**config.mk**
```make
export PLATFORM = sky130hd
export DESIGN_NAME = lapi_top
export DESIGN_NICKNAME = d
export VERILOG_FILES = /design/src/rtl/lapi_step_timer.v /design/src/rtl/lapi_top.v
export VERILOG_INCLUDE_DIRS = /design/src /design/src/pkg
export SDC_FILE = /design/constraint.sdc
export NUM_CORES = 1
export LEC_CHECK = 0
export BUFFER_PORTS_ARGS = -buffer_cell sky130_fd_sc_hd__buf_4
export CAP_MARGIN = 20
export CORE_UTILIZATION = 52
export DETAILED_ROUTE_END_ITERATION = 6
export GPL_TIMING_DRIVEN = 0
export PLACE_DENSITY = 0.82
export SLEW_MARGIN = 30
export SYNTH_ARGS = -nofsm -noshare
export SYNTH_HDL_FRONTEND = slang
export SYNTH_SLANG_ARGS = --single-unit
```
**constraint.sdc**
```tcl
create_clock -name clk -period 2.7 [get_ports clk]
set_input_delay 0.54 -clock clk [delete_from_list [all_inputs] [get_ports clk]]
set_output_delay 0.54 -clock clk [all_outputs]
set_load 0.01 [all_outputs]
```
**src/pkg/lapi_map.vh**
```
`ifndef LAPI_MAP_VH
`define LAPI_MAP_VH

// ****************************************
// Register offsets
// ****************************************
`define LAPI_ADDR_CTRL 5'h00
`define LAPI_ADDR_ITIME 5'h01

// ****************************************
// Control register fields
// ****************************************
`define LAPI_CTRL_POWER_BIT 0
`define LAPI_CTRL_EN_BIT 1
`define LAPI_CTRL_VALID_BIT 4
`define LAPI_CTRL_INTR_BIT 5
`define LAPI_CTRL_RESET 8'h00

// ****************************************
// Integration time register
// ****************************************
`define LAPI_ITIME_RESET 8'h00
`define LAPI_ITIME_MANUAL 8'h00
`define LAPI_STEP_SPAN 9'h100

// ****************************************
// Timing counts
// ****************************************
`define LAPI_CLK_NS 25
`define LAPI_STEP_NS 2700000
`define LAPI_STEP_CYC ((`LAPI_STEP_NS) / (`LAPI_CLK_NS))
`define LAPI_STEP_CNT_W 17

`endif

```
**src/rtl/lapi_step_timer.v**
```verilog
`timescale 1ns/1ps
`default_nettype none

module lapi_step_timer #(
    parameter integer STEP_CYCLES = 108000
) (
    // Clock and reset
    input wire clk,
    input wire arst_n,
    // Control
    input wire restart,
    input wire run,
    // Step tick
    output reg tick
);

    localparam integer LAST = STEP_CYCLES - 1;

    reg [16:0] cnt_ff;
    reg [16:0] nxt_cnt;
    reg nxt_tick;

    // ****************************************
    // Step prescaler
    // ****************************************
    always @* begin
        nxt_cnt = cnt_ff;
        nxt_tick = 1'b0;
        if (restart || !run) begin
            nxt_cnt = 17'h00000;
        end else if ({15'h0000, cnt_ff} >= LAST) begin
            nxt_cnt = 17'h00000;
            nxt_tick = 1'b1;
        end else begin
            nxt_cnt = cnt_ff + 17'h00001;
        end
    end

    always @(posedge clk or negedge arst_n) begin
        if (!arst_n) begin
            cnt_ff <= 17'h00000;
            tick <= 1'b0;
        end else begin
            cnt_ff <= nxt_cnt;
            tick <= nxt_tick;
        end
    end

endmodule // lapi_step_timer

`default_nettype wire

```
**src/rtl/lapi_top.v**
```verilog
`timescale 1ns/1ps
`default_nettype none
`include "lapi_map.vh"

module lapi_top #(
    parameter integer STEP_CYCLES = `LAPI_STEP_CYC
) (
    // Clock and reset
    input wire clk,
    input wire arst_n,
    // Register write port
    input wire reg_wr_en,
    input wire [4:0] reg_wr_addr,
    input wire [7:0] reg_wr_data,
    // Register read port
    input wire [4:0] reg_rd_addr,
    output reg [7:0] reg_rd_data,
    // Decoded commands
    input wire cmd_manual_start,
    input wire cmd_manual_stop,
    // Interrupt state from interrupt logic
    input wire interrupt_pending_flag,
    // Converter control
    output wire dev_powered,
    output wire adc_active,
    output reg adc_cycle_done,
    output wire adc_valid,
    output wire manual_mode,
    output reg [15:0] manual_timer
);

    // ****************************************
    // Declarations
    // ****************************************
    reg power_ff;
    reg nxt_power;
    reg adc_en_ff;
    reg nxt_adc_en;
    reg [7:0] integration_time_code_ff;
    reg [7:0] nxt_integration_time_code;
    reg enabled_q_ff;
    reg valid_ff;
    reg nxt_valid;
    reg [8:0] step_cnt_ff;
    reg [8:0] nxt_step_cnt;
    reg man_run_ff;
    reg nxt_man_run;
    reg [15:0] man_cnt_ff;
    reg [15:0] nxt_man_cnt;
    reg [15:0] nxt_manual_timer;
    reg nxt_cycle_done;
    reg [7:0] nxt_rd_data;
    wire wr_ctrl;
    wire wr_itime;
    wire enabled;
    wire enable_rise;
    wire timed_run;
    wire man_start;
    wire man_stop;
    wire step_tick;
    wire step_restart;
    wire step_run;
    wire [8:0] steps_needed;
    wire [8:0] step_cnt_inc;
    wire [7:0] ctrl_view;

    // ****************************************
    // Register write decode
    // ****************************************
    assign wr_ctrl = reg_wr_en && (reg_wr_addr == `LAPI_ADDR_CTRL);
    assign wr_itime = reg_wr_en && (reg_wr_addr == `LAPI_ADDR_ITIME);

    // ****************************************
    // Control register
    // ****************************************
    always @* begin
        nxt_power = power_ff;
        nxt_adc_en = adc_en_ff;
        if (wr_ctrl) begin
            nxt_power = reg_wr_data[`LAPI_CTRL_POWER_BIT];
            nxt_adc_en = reg_wr_data[`LAPI_CTRL_EN_BIT];
        end
    end

    // ****************************************
    // Integration time register
    // ****************************************
    always @* begin
        nxt_integration_time_code = integration_time_code_ff;
        if (wr_itime) begin
            nxt_integration_time_code = reg_wr_data;
        end
    end

    always @(posedge clk or negedge arst_n) begin
        if (!arst_n) begin
            power_ff <= 1'b0;
            adc_en_ff <= 1'b0;
            integration_time_code_ff <= `LAPI_ITIME_RESET;
        end else begin
            power_ff <= nxt_power;
            adc_en_ff <= nxt_adc_en;
            integration_time_code_ff <= nxt_integration_time_code;
        end
    end

    // ****************************************
    // Run conditions
    // ****************************************
    // needs power and enable
    assign enabled = power_ff && adc_en_ff;
    assign enable_rise = enabled && !enabled_q_ff;
    assign manual_mode = (integration_time_code_ff == `LAPI_ITIME_MANUAL);
    assign timed_run = enabled && !manual_mode;

    assign man_start = enabled && manual_mode && cmd_manual_start;
    assign man_stop = enabled && manual_mode && man_run_ff && cmd_manual_stop;

    always @(posedge clk or negedge arst_n) begin
        if (!arst_n) begin
            enabled_q_ff <= 1'b0;
        end else begin
            enabled_q_ff <= enabled;
        end
    end

    // ****************************************
    // Step timer
    // ****************************************
    assign step_restart = enable_rise || man_start;
    assign step_run = timed_run || (enabled && manual_mode && man_run_ff);

    lapi_step_timer #(
        .STEP_CYCLES(STEP_CYCLES)
    ) u_step_timer (
        .clk(clk),
        .arst_n(arst_n),
        .restart(step_restart),
        .run(step_run),
        .tick(step_tick)
    );

    // ****************************************
    // Timed integration
    // ****************************************
    // two's complement count
    assign steps_needed = `LAPI_STEP_SPAN - {1'b0, integration_time_code_ff};
    assign step_cnt_inc = step_cnt_ff + 9'h001;

    always @* begin
        nxt_step_cnt = step_cnt_ff;
        nxt_cycle_done = 1'b0;
        if (!timed_run || enable_rise) begin
            nxt_step_cnt = 9'h000;
        end else if (step_tick) begin
            if (step_cnt_inc >= steps_needed) begin
                nxt_step_cnt = 9'h000;
                nxt_cycle_done = 1'b1;
            end else begin
                nxt_step_cnt = step_cnt_inc;
            end
        end
        if (man_stop) begin
            nxt_cycle_done = 1'b1;
        end
    end

    // ****************************************
    // Manual integration
    // ****************************************
    always @* begin
        nxt_man_run = man_run_ff;
        nxt_man_cnt = man_cnt_ff;
        nxt_manual_timer = manual_timer;
        if (!enabled || !manual_mode) begin
            nxt_man_run = 1'b0;
            nxt_man_cnt = 16'h0000;
        end else if (man_start) begin
            nxt_man_run = 1'b1;
            nxt_man_cnt = 16'h0000;
        end else if (man_stop) begin
            nxt_man_run = 1'b0;
            nxt_manual_timer = man_cnt_ff;
        end else if (man_run_ff && step_tick && (man_cnt_ff != 16'hffff)) begin
            nxt_man_cnt = man_cnt_ff + 16'h0001;
        end
    end

    // ****************************************
    // Valid flag
    // ****************************************
    always @* begin
        nxt_valid = valid_ff;
        if (!enabled) begin
            nxt_valid = 1'b0;
        end
        if (nxt_cycle_done) begin
            nxt_valid = 1'b1;
        end
    end

    always @(posedge clk or negedge arst_n) begin
        if (!arst_n) begin
            step_cnt_ff <= 9'h000;
            man_run_ff <= 1'b0;
            man_cnt_ff <= 16'h0000;
            manual_timer <= 16'h0000;
            adc_cycle_done <= 1'b0;
            valid_ff <= 1'b0;
        end else begin
            step_cnt_ff <= nxt_step_cnt;
            man_run_ff <= nxt_man_run;
            man_cnt_ff <= nxt_man_cnt;
            manual_timer <= nxt_manual_timer;
            adc_cycle_done <= nxt_cycle_done;
            valid_ff <= nxt_valid;
        end
    end

    // ****************************************
    // Read back
    // ****************************************
    // control register view: interrupt flag, valid, enable and power bits
    assign ctrl_view = {2'b00, interrupt_pending_flag, valid_ff,
                        2'b00, adc_en_ff, power_ff};

    always @* begin
        case (reg_rd_addr)
            `LAPI_ADDR_CTRL: begin
                nxt_rd_data = ctrl_view;
            end
            `LAPI_ADDR_ITIME: begin
                nxt_rd_data = integration_time_code_ff;
            end
            default: begin
                nxt_rd_data = 8'h00;
            end
        endcase
    end

    always @(posedge clk or negedge arst_n) begin
        if (!arst_n) begin
            reg_rd_data <= 8'h00;
        end else begin
            reg_rd_data <= nxt_rd_data;
        end
    end

    // ****************************************
    // Outputs
    // ****************************************
    assign dev_powered = power_ff;
    assign adc_active = step_run;
    assign adc_valid = valid_ff;

endmodule // lapi_top

`default_nettype wire
```
# Word level (Yosys, flattened, before mapping)
# Cells that the tools add are included.
[classes]
n_mux = 21
reduce_logical = 29
bitwise = 2
n_eq_ne = 5
magnitude_cmp = 2
add_sub_neg = 4
[ops]
columns = ["cell", "count"]
rows = [
  ["2-to-1 mux 16 bit", 4],
  ["2-to-1 mux 17 bit", 2],
  ["2-to-1 mux 9 bit", 3],
  ["adder 17 x 1 -> 17 bit, second input constant", 1],
  ["greater-or-equal comparator 17 bit, second input constant", 1],
  ["adder 16 x 1 -> 16 bit, second input constant", 1],
  ["inequality test 16 bit, second input constant", 1],
  ["case mux 8 bit (2 select lines)", 1],
  ["logical AND 1 bit", 11],
  ["2-to-1 mux 1 bit", 11],
  ["== test 5 x 1 -> 1 bit, second input constant", 2],
  ["logical NOT 5 bit", 2],
  ["adder 9 x 1 -> 9 bit, second input constant", 1],
  ["greater-or-equal comparator 9 bit", 1],
  ["subtractor 9 x 8 -> 9 bit, first input constant", 1],
  ["logical NOT 8 bit", 1],
  ["nonzero test 3 bit", 2],
  ["logical NOT 1 bit", 5],
  ["logical OR 1 bit", 5],
  ["inequality test 3 x 2 -> 1 bit, second input constant", 1],
  ["AND reduction 3 bit", 1],
  ["inequality test 2 bit, second input constant", 1],
  ["NOT 1 bit", 2],
  ["AND reduction 2 bit", 1],
  ["nonzero test 2 bit", 1],
]
[totals]
input_bits = 24
reg_bits = 81
out_inout_bits = 29

# Longest topological paths before layout
# Gate-level depths: netlist (run 1).
[depth]
ltp_word = 8
mapped_depth = 11
ltp_nobuf = 10

# By module
# Synthesis (run 1) repeated with hierarchy kept, for this count alone.
[hier_totals]
hier_cells = 371
area_unflattened_um2 = 4056.4
[modules_own_cells]
columns = ["module", "seq_area_each_um2", "area_each_um2", "cells_per_inst", "n_inst"]
rows = [
  ["lapi_top", 1576.5, 3158.0, 278, 1],
  ["lapi_step_timer", 450.4, 898.4, 93, 1],
]

# Least setup slack after synthesis (run 1)
# No wires, ideal clock.
[synth_timing]
path_type = "register -> register"
from = "reg step_cnt_ff[0]"
to = "reg step_cnt_ff[3]"
n_path_buf = 1
synth_period_minus_slack_ns = 2.578
slack_ns = 0.122
setup_time_ns = 0.084
t_arrival_ns = 2.494
path_stages_with_launch = 12
required_time_ns = 2.616
cell_sequence = "dfrtp_1 > ha_1 > nand3_1 > nor3_1 > xor2_1 > ha_1 > a21oi_1 > o21ai_0 > a211oi_2 > buf_2 > nand3_1 > a31oi_1"
[synth_between]
elab_chain_len = 5
[synth_rtl]
columns = ["element", "line_no", "source"]
rows = [
  ["start: declaration", "lapi_top.v:44", "reg [8:0] step_cnt_ff;"],
  ["start signal: assignment", "lapi_top.v:211", "step_cnt_ff <= nxt_step_cnt;"],
  ["adder 9 x 1 -> 9 bit (*)", "lapi_top.v:148", "assign step_cnt_inc = step_cnt_ff + 9'h001;"],
  ["greater-or-equal comparator 9 bit", "lapi_top.v:156", "if (step_cnt_inc >= steps_needed) begin"],
  ["2-to-1 mux 9 bit (*)", "lapi_top.v:156", ""],
  ["2-to-1 mux 9 bit (*)", "lapi_top.v:155", "end else if (step_tick) begin"],
  ["2-to-1 mux 9 bit (*)", "lapi_top.v:153", "if (!timed_run || enable_rise) begin"],
]
# Mark *: on every way between the ends. The rest lies on a longest branch, timed or not. The select of a mux whose other input is x is not followed.
# A chain may end at the register's enable or synchronous reset.

# Final worst setup path (run 1)
[layout_timing]
from = "reg step_cnt_ff[0]"
to = "reg step_cnt_ff[5]"
# The elaborated chain is that of the path after synthesis.

==> impl_metrics.toml, run 1 <==
[placed_design]
port_buffers = 51
post-place-ws_ns = -0.342
hpwl_um = 5890
placed_cells = 538
gp_congestion = 0.791

[critical_path]
cp-end-kind = "flip-flop"
crit_end = "step_cnt_ff[5]$_DFFE_PN0P_"
r2r-end = "step_cnt_ff[5]$_DFFE_PN0P_"
path_max_fanout = 5
reg2regPathDepth = 11
crit_slowest_cell = "dfrtp_1"
critPathLaunch = "step_cnt_ff[0]$_DFFE_PN0P_"
path_cells = "ha_4 -> nand3_4 -> nor3_4 -> xor2_1 -> ha_1 -> a21oi_1 -> o21ai_1 -> a211oi_2 -> buf_2 -> nand3b_1 -> a31oi_1"
rrSetupSlack_ns = 0.16
slowest_delay_ns = 0.43
critical_path_class = "reg -> reg"
arrival_ns = 2.80
start_kind = "flip-flop"
critical_path_required_ns = 2.97
r2r-start = "step_cnt_ff[0]$_DFFE_PN0P_"

[synthesis]
netlist_area_um2 = 4170
synthFlopType = "dfrtp_1"
ys_warn_count = 0
synth_enable_flop_cells = 0
async_flop_share = 1.00
yosysSeqAreaShare = 0.486
synth_top_area_frac = 0.486
synth_area_leader_cell = "dfrtp_1"
synth_most_common_cell = "dfrtp_1"
ys_ff_latch = 81
avgSynthCellArea_um2 = 10.8
syn_inst = 385
synth_area_leaders = "dfrtp_1, xor2_1, mux2_2"
syn_nets = 422
synthTopCellsByCount = "dfrtp_1, nor2_1, xor2_1"
ys_types = 49

[detailed_routing]
routedWlPerCell_um = 14.9
drt-initial-drc-count = 134
vias_per_cell = 5.55
antenna_left = 0
routed_wl_um = 8320
route.detailed.drc = 0
vias = 3104
drtPass1Iterations = 4

[timing]
tns_ns = 0
finalCritPeriodShare = 0.940
setup_slack_ns = 0.163
fin_crit_ns = 2.54
skew_ns = 0.00775
slew_headroom = 0.535
max_freq_ghz = 0.394
setup-violations-final = 0
worst_pin_slew_ns = 0.698
final_max_slew_viol_count = 0
finalHoldViolCount = 0

[floorplanning]
rows = 32
floorplan.initialDensity = 0.539
fp.coreArea_um2 = 7730
die_w_um = 91.5
die_area_um2 = 8370
pin_count = 53
dieHeight_um = 91.5

[cells_and_area]
diodes = 0
layout-drive-gt1-share = 0.258
area_delta_synth_final_pct = 18.6
instances_no_fill = 559
final_nets = 489

[global_route]
grt_overflow = 0
grt_pass1_vias = 3182
grt_max_degree = 82
grt_pass1_wl_um = 14300
grt_use_total = 0.218
antenna_found_initial = 0

[flow_run]
cap_violations = 0

[clock_tree]
clock_latency_ns = 0.35
cts_sinks = 81
cts_buffers = 9
cts_tree = "built"
cts.clk_slew.worst_paths_ns = 0.09
cts_buffer_depth = 2
holdBufCountCts = 0
root_buffer = "clkbuf_8"
h-tree-depth = 3

[power_and_ir_drop]
p_sw_uw = 661
power_density_nw_per_um2 = 489
pwr-share-clk = 0.342
intPower_mw = 1.75
ir_drop_mv = 0.385
leakage_nw = 2.32
p_seq_frac = 0.535
swShare = 0.274
p_comb_frac = 0.123

[hold_path]
hold_path_class = "in -> async"

[outcome]
outcome = "finished, final reports clean"
==> registers in the layout (all words and copies together), names as in the netlist, 8 cells and up <==
signal / flops
integration_time_code_ff: 8
man_cnt_ff: 16
manual_timer: 16
reg_rd_data: 8
step_cnt_ff: 9
u_step_timer.cnt_ff: 17
==> stage by stage <==
stage	total power, mW	instance area (um^2)	hold WS, ns	utilization
5_1_grt	2.53	4940	0.259	0.640
3_3_place_gp	1.59	4680	0.492	0.605
2_1_floorplan	1.49	4170	0.244	-
3_5_place_dp	1.61	4680	0.496	0.605
4_1_cts	2.43	4880	0.382	0.631
6_report	2.42	4940	0.219	0.640
==> how the worst min path moves through the flow <==
| stage | from | endpoint | slack (ns) | cells past startpoint |
|---|---|---|---|---|
| 2_1_floorplan | arst_n | adc_cycle_done$_DFF_PN0_ | 0.24 | 0 |
| 3_5_place_dp | manual_timer[4]$_DFFE_PN0P_ | manual_timer[4]$_DFFE_PN0P_ | 0.50 | 1 |
| 6_report | arst_n | manual_timer[7]$_DFFE_PN0P_ | 0.22 | 1 |
| 4_1_cts | arst_n | manual_timer[14]$_DFFE_PN0P_ | 0.38 | 1 |
| 3_3_place_gp | manual_timer[3]$_DFFE_PN0P_ | manual_timer[3]$_DFFE_PN0P_ | 0.49 | 1 |
| 5_1_grt | arst_n | manual_timer[7]$_DFFE_PN0P_ | 0.26 | 1 |
==> cell families (layout without fill, tap and decap cells) <==
group | after synthesis | count (layout) | synth area share
buffers and inverters | 18 | 90 | 0.0213
muxes | 31 | 31 | 0.0904
AOI/OAI and AO/OA | 40 | 40 | 0.0646
DFF | 81 | 81 | 0.486
and+or+nand+nor | 161 | 161 | 0.212
adders and majority gates | 13 | 13 | 0.0390
xor gates and xnor gates | 41 | 41 | 0.0862
==> placed cells by master (no fill, tap or decap), types with 7 or more instances in the layout <==
| master | n |
|---|---|
| buf_4 | 55 |
| clkbuf_8 | 10 |
| nand2b_1 | 10 |
| nand2_1 | 20 |
| inv_1 | 7 |
| nor3_1 | 7 |
| mux2_2 | 17 |
| nor2_1 | 48 |
| ha_1 | 12 |
| nand3_1 | 21 |
| xor2_1 | 31 |
| dfrtp_1 | 80 |
| nand4_1 | 8 |
| a21oi_1 | 13 |
| mux2_4 | 9 |
| and3_1 | 14 |
| xnor2_1 | 10 |
==> routing by layer <==
metal	track usage	wire, um
met1	0.274	3690
met2	0.373	4220
met3	0.0419	288
met4	0.0754	116
met5	0	0
==> power by group through the flow <==
stage	Clock (mW)	Sequential, mW	Combinational (mW)
global route	0.899	1.30	0.334
global placement	0	1.31	0.277
floorplan	0	1.30	0.187
finish	0.827	1.29	0.297
CTS	0.848	1.29	0.293
detailed placement	0	1.32	0.292
==> what timing repair did <==
item	in CTS	in global routing
setup endpoints to repair	11	11
gates cloned	0	1
resized for setup	2	8
pin swaps	1	7
buffers inserted	1	3
==> worst max-delay path: cells and delay by family (launching register included) <==
kind / cells / cell delay, ns
and+or+nand+nor: 3 / 0.39
buffers and inverters: 1 / 0.23
adders and majority gates: 2 / 0.49
xor gates and xnor gates: 1 / 0.23
DFF: 1 / 0.43
AOI/OAI and AO/OA: 4 / 0.69
==> final cells by class <==
type | count | area, um^2
buffer | 10 | 60.1
multi-input combinational | 286 | 2090
clock buffer | 10 | 138
clock inverter | 6 | 50.0
timing repair buffer | 56 | 422
fill | 610 | 2780
tap | 102 | 128
inverter | 8 | 31.3
sequential | 81 | 2030
Note: power is estimated with default switching activity, not from simulation.
==> run 2, diff against run 1 <==
CORE_MARGIN = 1.5   (was not set)
==> run 2 against run 1 <==
  * Die area up 2.2%
  * Flip-flop and latch count unchanged
  * Sequential share of layout area down 0.34 points
  * Critical path type unchanged
  * Critical endpoint is now step_cnt_ff[2]$_DFFE_PN0P_
  * Largest power group unchanged
==> impl_metrics.toml, run 2 (same netlist as run 1, synthesis figures left out) <==
[outcome]
outcome = "finished, final reports clean"

[power_and_ir_drop]
power_density_nw_per_um2 = 505
p_total_mw = 2.52
ir_drop_mv = 0.388
leakage_nw = 2.33

[floorplanning]
rows = 32
floorplan.initialDensity = 0.539
fp.coreArea_um2 = 7730
dieHeight_um = 92.5
die_area_um2 = 8560
pin_count = 53
die_w_um = 92.5

[critical_path]
path_buf_inv = 1
path_max_fanout = 5
crit_slowest_cell = "dfrtp_2"
slowest_delay_ns = 0.43
critical_path_class = "reg -> reg"
arrival_ns = 2.84
cp-end-kind = "flip-flop"
start_kind = "flip-flop"
critical_path_required_ns = 2.98
crit_family = "compound AO/OA/AOI/OAI gates"
path_cells = "ha_4 -> nand3_4 -> nor3_2 -> xor2_1 -> ha_1 -> a21oi_1 -> o21ai_1 -> a211oi_2 -> buf_4 -> nand3b_1 -> a31oi_1"

[cells_and_area]
largest_reg_flops = 17
instances_no_fill = 562
area_delta_synth_final_pct = 19.8
largestRegisters = "u_step_timer.cnt_ff (17), man_cnt_ff (16), manual_timer (16)"
regMostFlops = "u_step_timer.cnt_ff"
diodes = 0
layout-drive-gt1-share = 0.278
final_nets = 492
layout_commonest_cell = "dfrtp_1"
final_cell_mix = "dfrtp_1, buf_4, nor2_1"
fillers = 577

[detailed_routing]
vias = 3194
routedWlPerCell_um = 15.5
drt-initial-drc-count = 151
vias_per_cell = 5.68
routed_wl_um = 8700
drtPass1Iterations = 4
route.detailed.drc = 0
antenna_left = 0

[timing]
final_max_slew_viol_count = 0
finalCritPeriodShare = 0.947
fin_crit_ns = 2.56
skew_ns = 0.0141
slew_headroom = 0.522
finalHoldViolCount = 0
max_freq_ghz = 0.391
hold_slack_ns = 0.182
setup-violations-final = 0
setup_slack_ns = 0.143
worst_pin_slew_ns = 0.717

[clock_tree]
root_buffer = "clkbuf_8"
cts_buffer_depth = 2
clock_latency_ns = 0.37
h-tree-depth = 3
cts.clk_slew.worst_paths_ns = 0.10
cts_sinks = 81
cts_tree = "built"
cts_buffers = 9

[global_route]
grt_overflow = 0
antenna_found_initial = 0
grt_use_total = 0.211
grt_max_degree = 82
grt_pass1_vias = 3136
grt_pass1_wl_um = 14100

[placed_design]
hpwl_um = 5990
gp_congestion = 0.783
post-place-ws_ns = -0.399
port_buffers = 51
placed_cells = 538

[hold_path]
hold_path_class = "in -> async"

[flow_run]
cap_violations = 0
run 2: cell count changes in the layout (fill, tap and decap cells not counted), sizes merged:
cell | previous run | this run
buf | 61 | 64
bufinv | 0 | 1
clkbuf | 15 | 14
run 2: per-layer routing:
layer  wire length, um  global-route usage  vias to the layer above
met5                 0                   0                        -
met1              3810               0.263                     1581
met3               342              0.0460                       18
met4               189              0.0910                        0
li1                  -                   -                     1512
met2              4350               0.352                       83
run 2: what timing repair did:
action / CTS / global route
setup endpoints to repair: 11 / 11
hold buffers: 0 / 0
buffers inserted: 1 / 6
cloned: 0 / 1
endpoints found under the hold margin: 0 / 0
gates resized for setup: 3 / 13
pin swaps: 1 / 6
run 2: report_power, final:
group,leakage [nW],switching [mW],total (mW),internal [mW]
Sequential,1.11,0.0501,1.30,1.25
Clock,0.0977,0.484,0.920,0.436
Combinational,1.12,0.162,0.306,0.144
run 2: path summary, 6_finish.rpt:
kind / start / end / slack, ns / cells past startpoint
max: step_cnt_ff[0]$_DFFE_PN0P_ / step_cnt_ff[2]$_DFFE_PN0P_ / 0.14 / 11
min: arst_n / man_cnt_ff[14]$_DFFE_PN0P_ / 0.18 / 1
max reg2reg: step_cnt_ff[0]$_DFFE_PN0P_ / step_cnt_ff[2]$_DFFE_PN0P_ / 0.14 / 11
min reg2reg: manual_timer[3]$_DFFE_PN0P_ / manual_timer[3]$_DFFE_PN0P_ / 0.51 / 1
max in group asynchronous: arst_n / step_cnt_ff[2]$_DFFE_PN0P_ / 1.96 / 1
min in group clk: reg_wr_data[5] / integration_time_code_ff[5]$_DFFE_PN0P_ / 0.40 / 2
run 2: cell type report:
type / count / area [um^2] / share of cell area
multi-input combinational: 286 / 2100 / 0.420
sequential: 81 / 2030 / 0.407
timing repair buffer: 59 / 444 / 0.0890
tap: 102 / 128 / 0.0256
clock buffer: 9 / 124 / 0.0248
clock inverter: 7 / 78.8 / 0.0158
buffer: 10 / 60.1 / 0.0120
inverter: 8 / 31.3 / 0.00626
run 2: through the flow:
stage	TNS, ns	util	instance area [um^2]
2_1_floorplan	0	-	4170
3_3_place_gp	-2.13	0.605	4680
3_5_place_dp	-3.27	0.605	4680
4_1_cts	0	0.634	4900
5_1_grt	-0.462	0.646	4990
6_report	0	0.646	4990
==> run 3, diff against run 2 <==
CELL_PAD_IN_SITES_DETAIL_PLACEMENT = 1   (was not set)
CELL_PAD_IN_SITES_GLOBAL_PLACEMENT = 2   (was not set)
CORE_UTILIZATION = 34   (was 52)
PLACE_DENSITY = 0.77   (was 0.82)
==> run 3 against run 2 <==
  * Sequential share of layout area shrank 1.8 points
  * Worst hold slack gained 0.045 ns
  * Power grew 18%
  * Flip-flop and latch count is the same
  * Utilization shrank 21 points
  * Wire length grew 12%
  * Critical path type unchanged
  * Largest cell class unchanged
==> impl_metrics.toml, run 3 (same netlist as run 1, synthesis figures left out) <==
[cells_and_area]
regMostFlops = "u_step_timer.cnt_ff"
final_nets = 495
largestRegisters = "u_step_timer.cnt_ff (17), man_cnt_ff (16), manual_timer (16)"
final_cell_mix = "dfrtp_1, buf_4, nor2_1"
layout_commonest_cell = "dfrtp_1"
diodes = 0
layout-drive-gt1-share = 0.279
area_delta_synth_final_pct = 25.3
largest_reg_flops = 17

[global_route]
grt_max_degree = 82
grt_pass1_wl_um = 16400
grt_overflow = 0
grt_pass1_vias = 3251
grt_use_total = 0.163
antenna_found_initial = 0

[floorplanning]
dieHeight_um = 114
pin_count = 53
die_area_um2 = 12900
die_w_um = 114
rows = 40
fp.coreArea_um2 = 12000
floorplan.initialDensity = 0.348

[critical_path]
arrival_ns = 2.79
cp-end-kind = "flip-flop"
critical_path_required_ns = 2.92
critical_path_class = "reg -> reg"
cp_common_cell = "buf_4"
critPathLaunch = "step_cnt_ff[0]$_DFFE_PN0P_"
path_cells = "buf_4 -> nand3_2 -> nor3_2 -> xor2_1 -> ha_1 -> nand4_1 -> nor2_1 -> a211oi_2 -> buf_4 -> o21a_1 -> a21oi_1"
r2r-end = "adc_valid$_DFFE_PN0P_"
rrSetupSlack_ns = 0.14
r2r-start = "step_cnt_ff[0]$_DFFE_PN0P_"
path_max_fanout = 5
slowest_delay_ns = 0.43
crit_slowest_cell = "dfrtp_1"
reg2regPathDepth = 11
start_kind = "flip-flop"

[detailed_routing]
routedWlPerCell_um = 16.0
drtPass1Iterations = 4
route.detailed.drc = 0
routed_wl_um = 9770
antenna_left = 0
drt-initial-drc-count = 84
vias_per_cell = 5.12
vias = 3119

[clock_tree]
cts.clk_slew.worst_paths_ns = 0.06
holdBufCountCts = 0
cts_buffers = 9
cts_tree = "built"
root_buffer = "clkbuf_16"
clock_latency_ns = 0.34
h-tree-depth = 3
cts_sinks = 81
cts_buffer_depth = 2

[placed_design]
post-place-ws_ns = -0.496
gp_congestion = 0.740
port_buffers = 51
hpwl_um = 6790

[power_and_ir_drop]
power_density_nw_per_um2 = 571
intPower_mw = 2.28
p_sw_uw = 702
p_seq_frac = 0.434
p_total_mw = 2.98
ir_drop_mv = 0.377
swShare = 0.235
leakage_nw = 2.43
p_comb_frac = 0.107
pwr-share-clk = 0.458

[timing]
max_freq_ghz = 0.390
finalCritPeriodShare = 0.949
skew_ns = 0.00678
worst_pin_slew_ns = 0.783
slew_headroom = 0.478
final_max_slew_viol_count = 0
setup-violations-final = 0
fin_crit_ns = 2.56
setup_slack_ns = 0.138
finalHoldViolCount = 0

[hold_path]
hold_path_class = "in -> async"

[outcome]
outcome = "finished, final reports clean"

[flow_run]
cap_violations = 0
[run 3: worst max-delay path by stage]
stage / slack (ns) / to
after floorplan: 0.12 / step_cnt_ff[3]$_DFFE_PN0P_
after global placement: -0.48 / step_cnt_ff[2]$_DFFE_PN0P_
after global routing: -0.04 / step_cnt_ff[6]$_DFFE_PN0P_
after CTS: 0.004 / step_cnt_ff[2]$_DFFE_PN0P_
final: 0.14 / adc_valid$_DFFE_PN0P_
after detailed placement: -0.50 / step_cnt_ff[3]$_DFFE_PN0P_
[run 3: stage by stage]
stage	cell area [um^2]	utilization	hold slack, ns	setup TNS [ns]	std cells
CTS	5120	0.428	0.281	0	603
detailed placement	4740	0.396	0.495	-4.57	583
floorplan	4170	-	0.244	0	385
global route	5220	0.436	0.300	-0.108	609
global placement	4730	0.396	0.495	-4.65	583
finish	5220	0.436	0.227	0	609
[run 3: area by class of cell]
type	count	area (um^2)
Fill cell	1344	6740
Inverter	8	31.3
Clock inverter	2	60.1
Multi-Input combinational cell	286	2110
Buffer	10	60.1
Sequential cell	81	2030
Tap cell	147	184
Clock buffer	13	270
Timing Repair Buffer	62	469
[run 3: repair_timing]
item                       CTS  global route
cloned                       1             0
buffers inserted             4             6
pin swaps                    2            11
gates resized for setup      5            13
setup endpoints to repair   11            11
[run 3: power groups by stage]
stage	clock (mW)	sequential [mW]	combinational, mW
after floorplan	0	1.30	0.187
after global placement	0	1.31	0.293
after detailed placement	0	1.32	0.302
after CTS	1.41	1.29	0.307
after global routing	1.45	1.30	0.361
final	1.37	1.30	0.320
[run 3: critical path, delay by kind of cell (launching register included)]
kind	cells	cell delay [ns]
AOI/OAI and AO/OA	3	0.55
and+or+nand+nor	4	0.52
DFF	1	0.43
buffers and inverters	2	0.36
adders and majority gates	1	0.30
xor gates and xnor gates	1	0.29
[run 3: metal layers]
layer	wire length, um	share of wire	track usage
met2	4580	0.47	0.254
met4	126	0.013	0.0500
met5	0	0	0
met3	322	0.033	0.0505
met1	4740	0.49	0.218
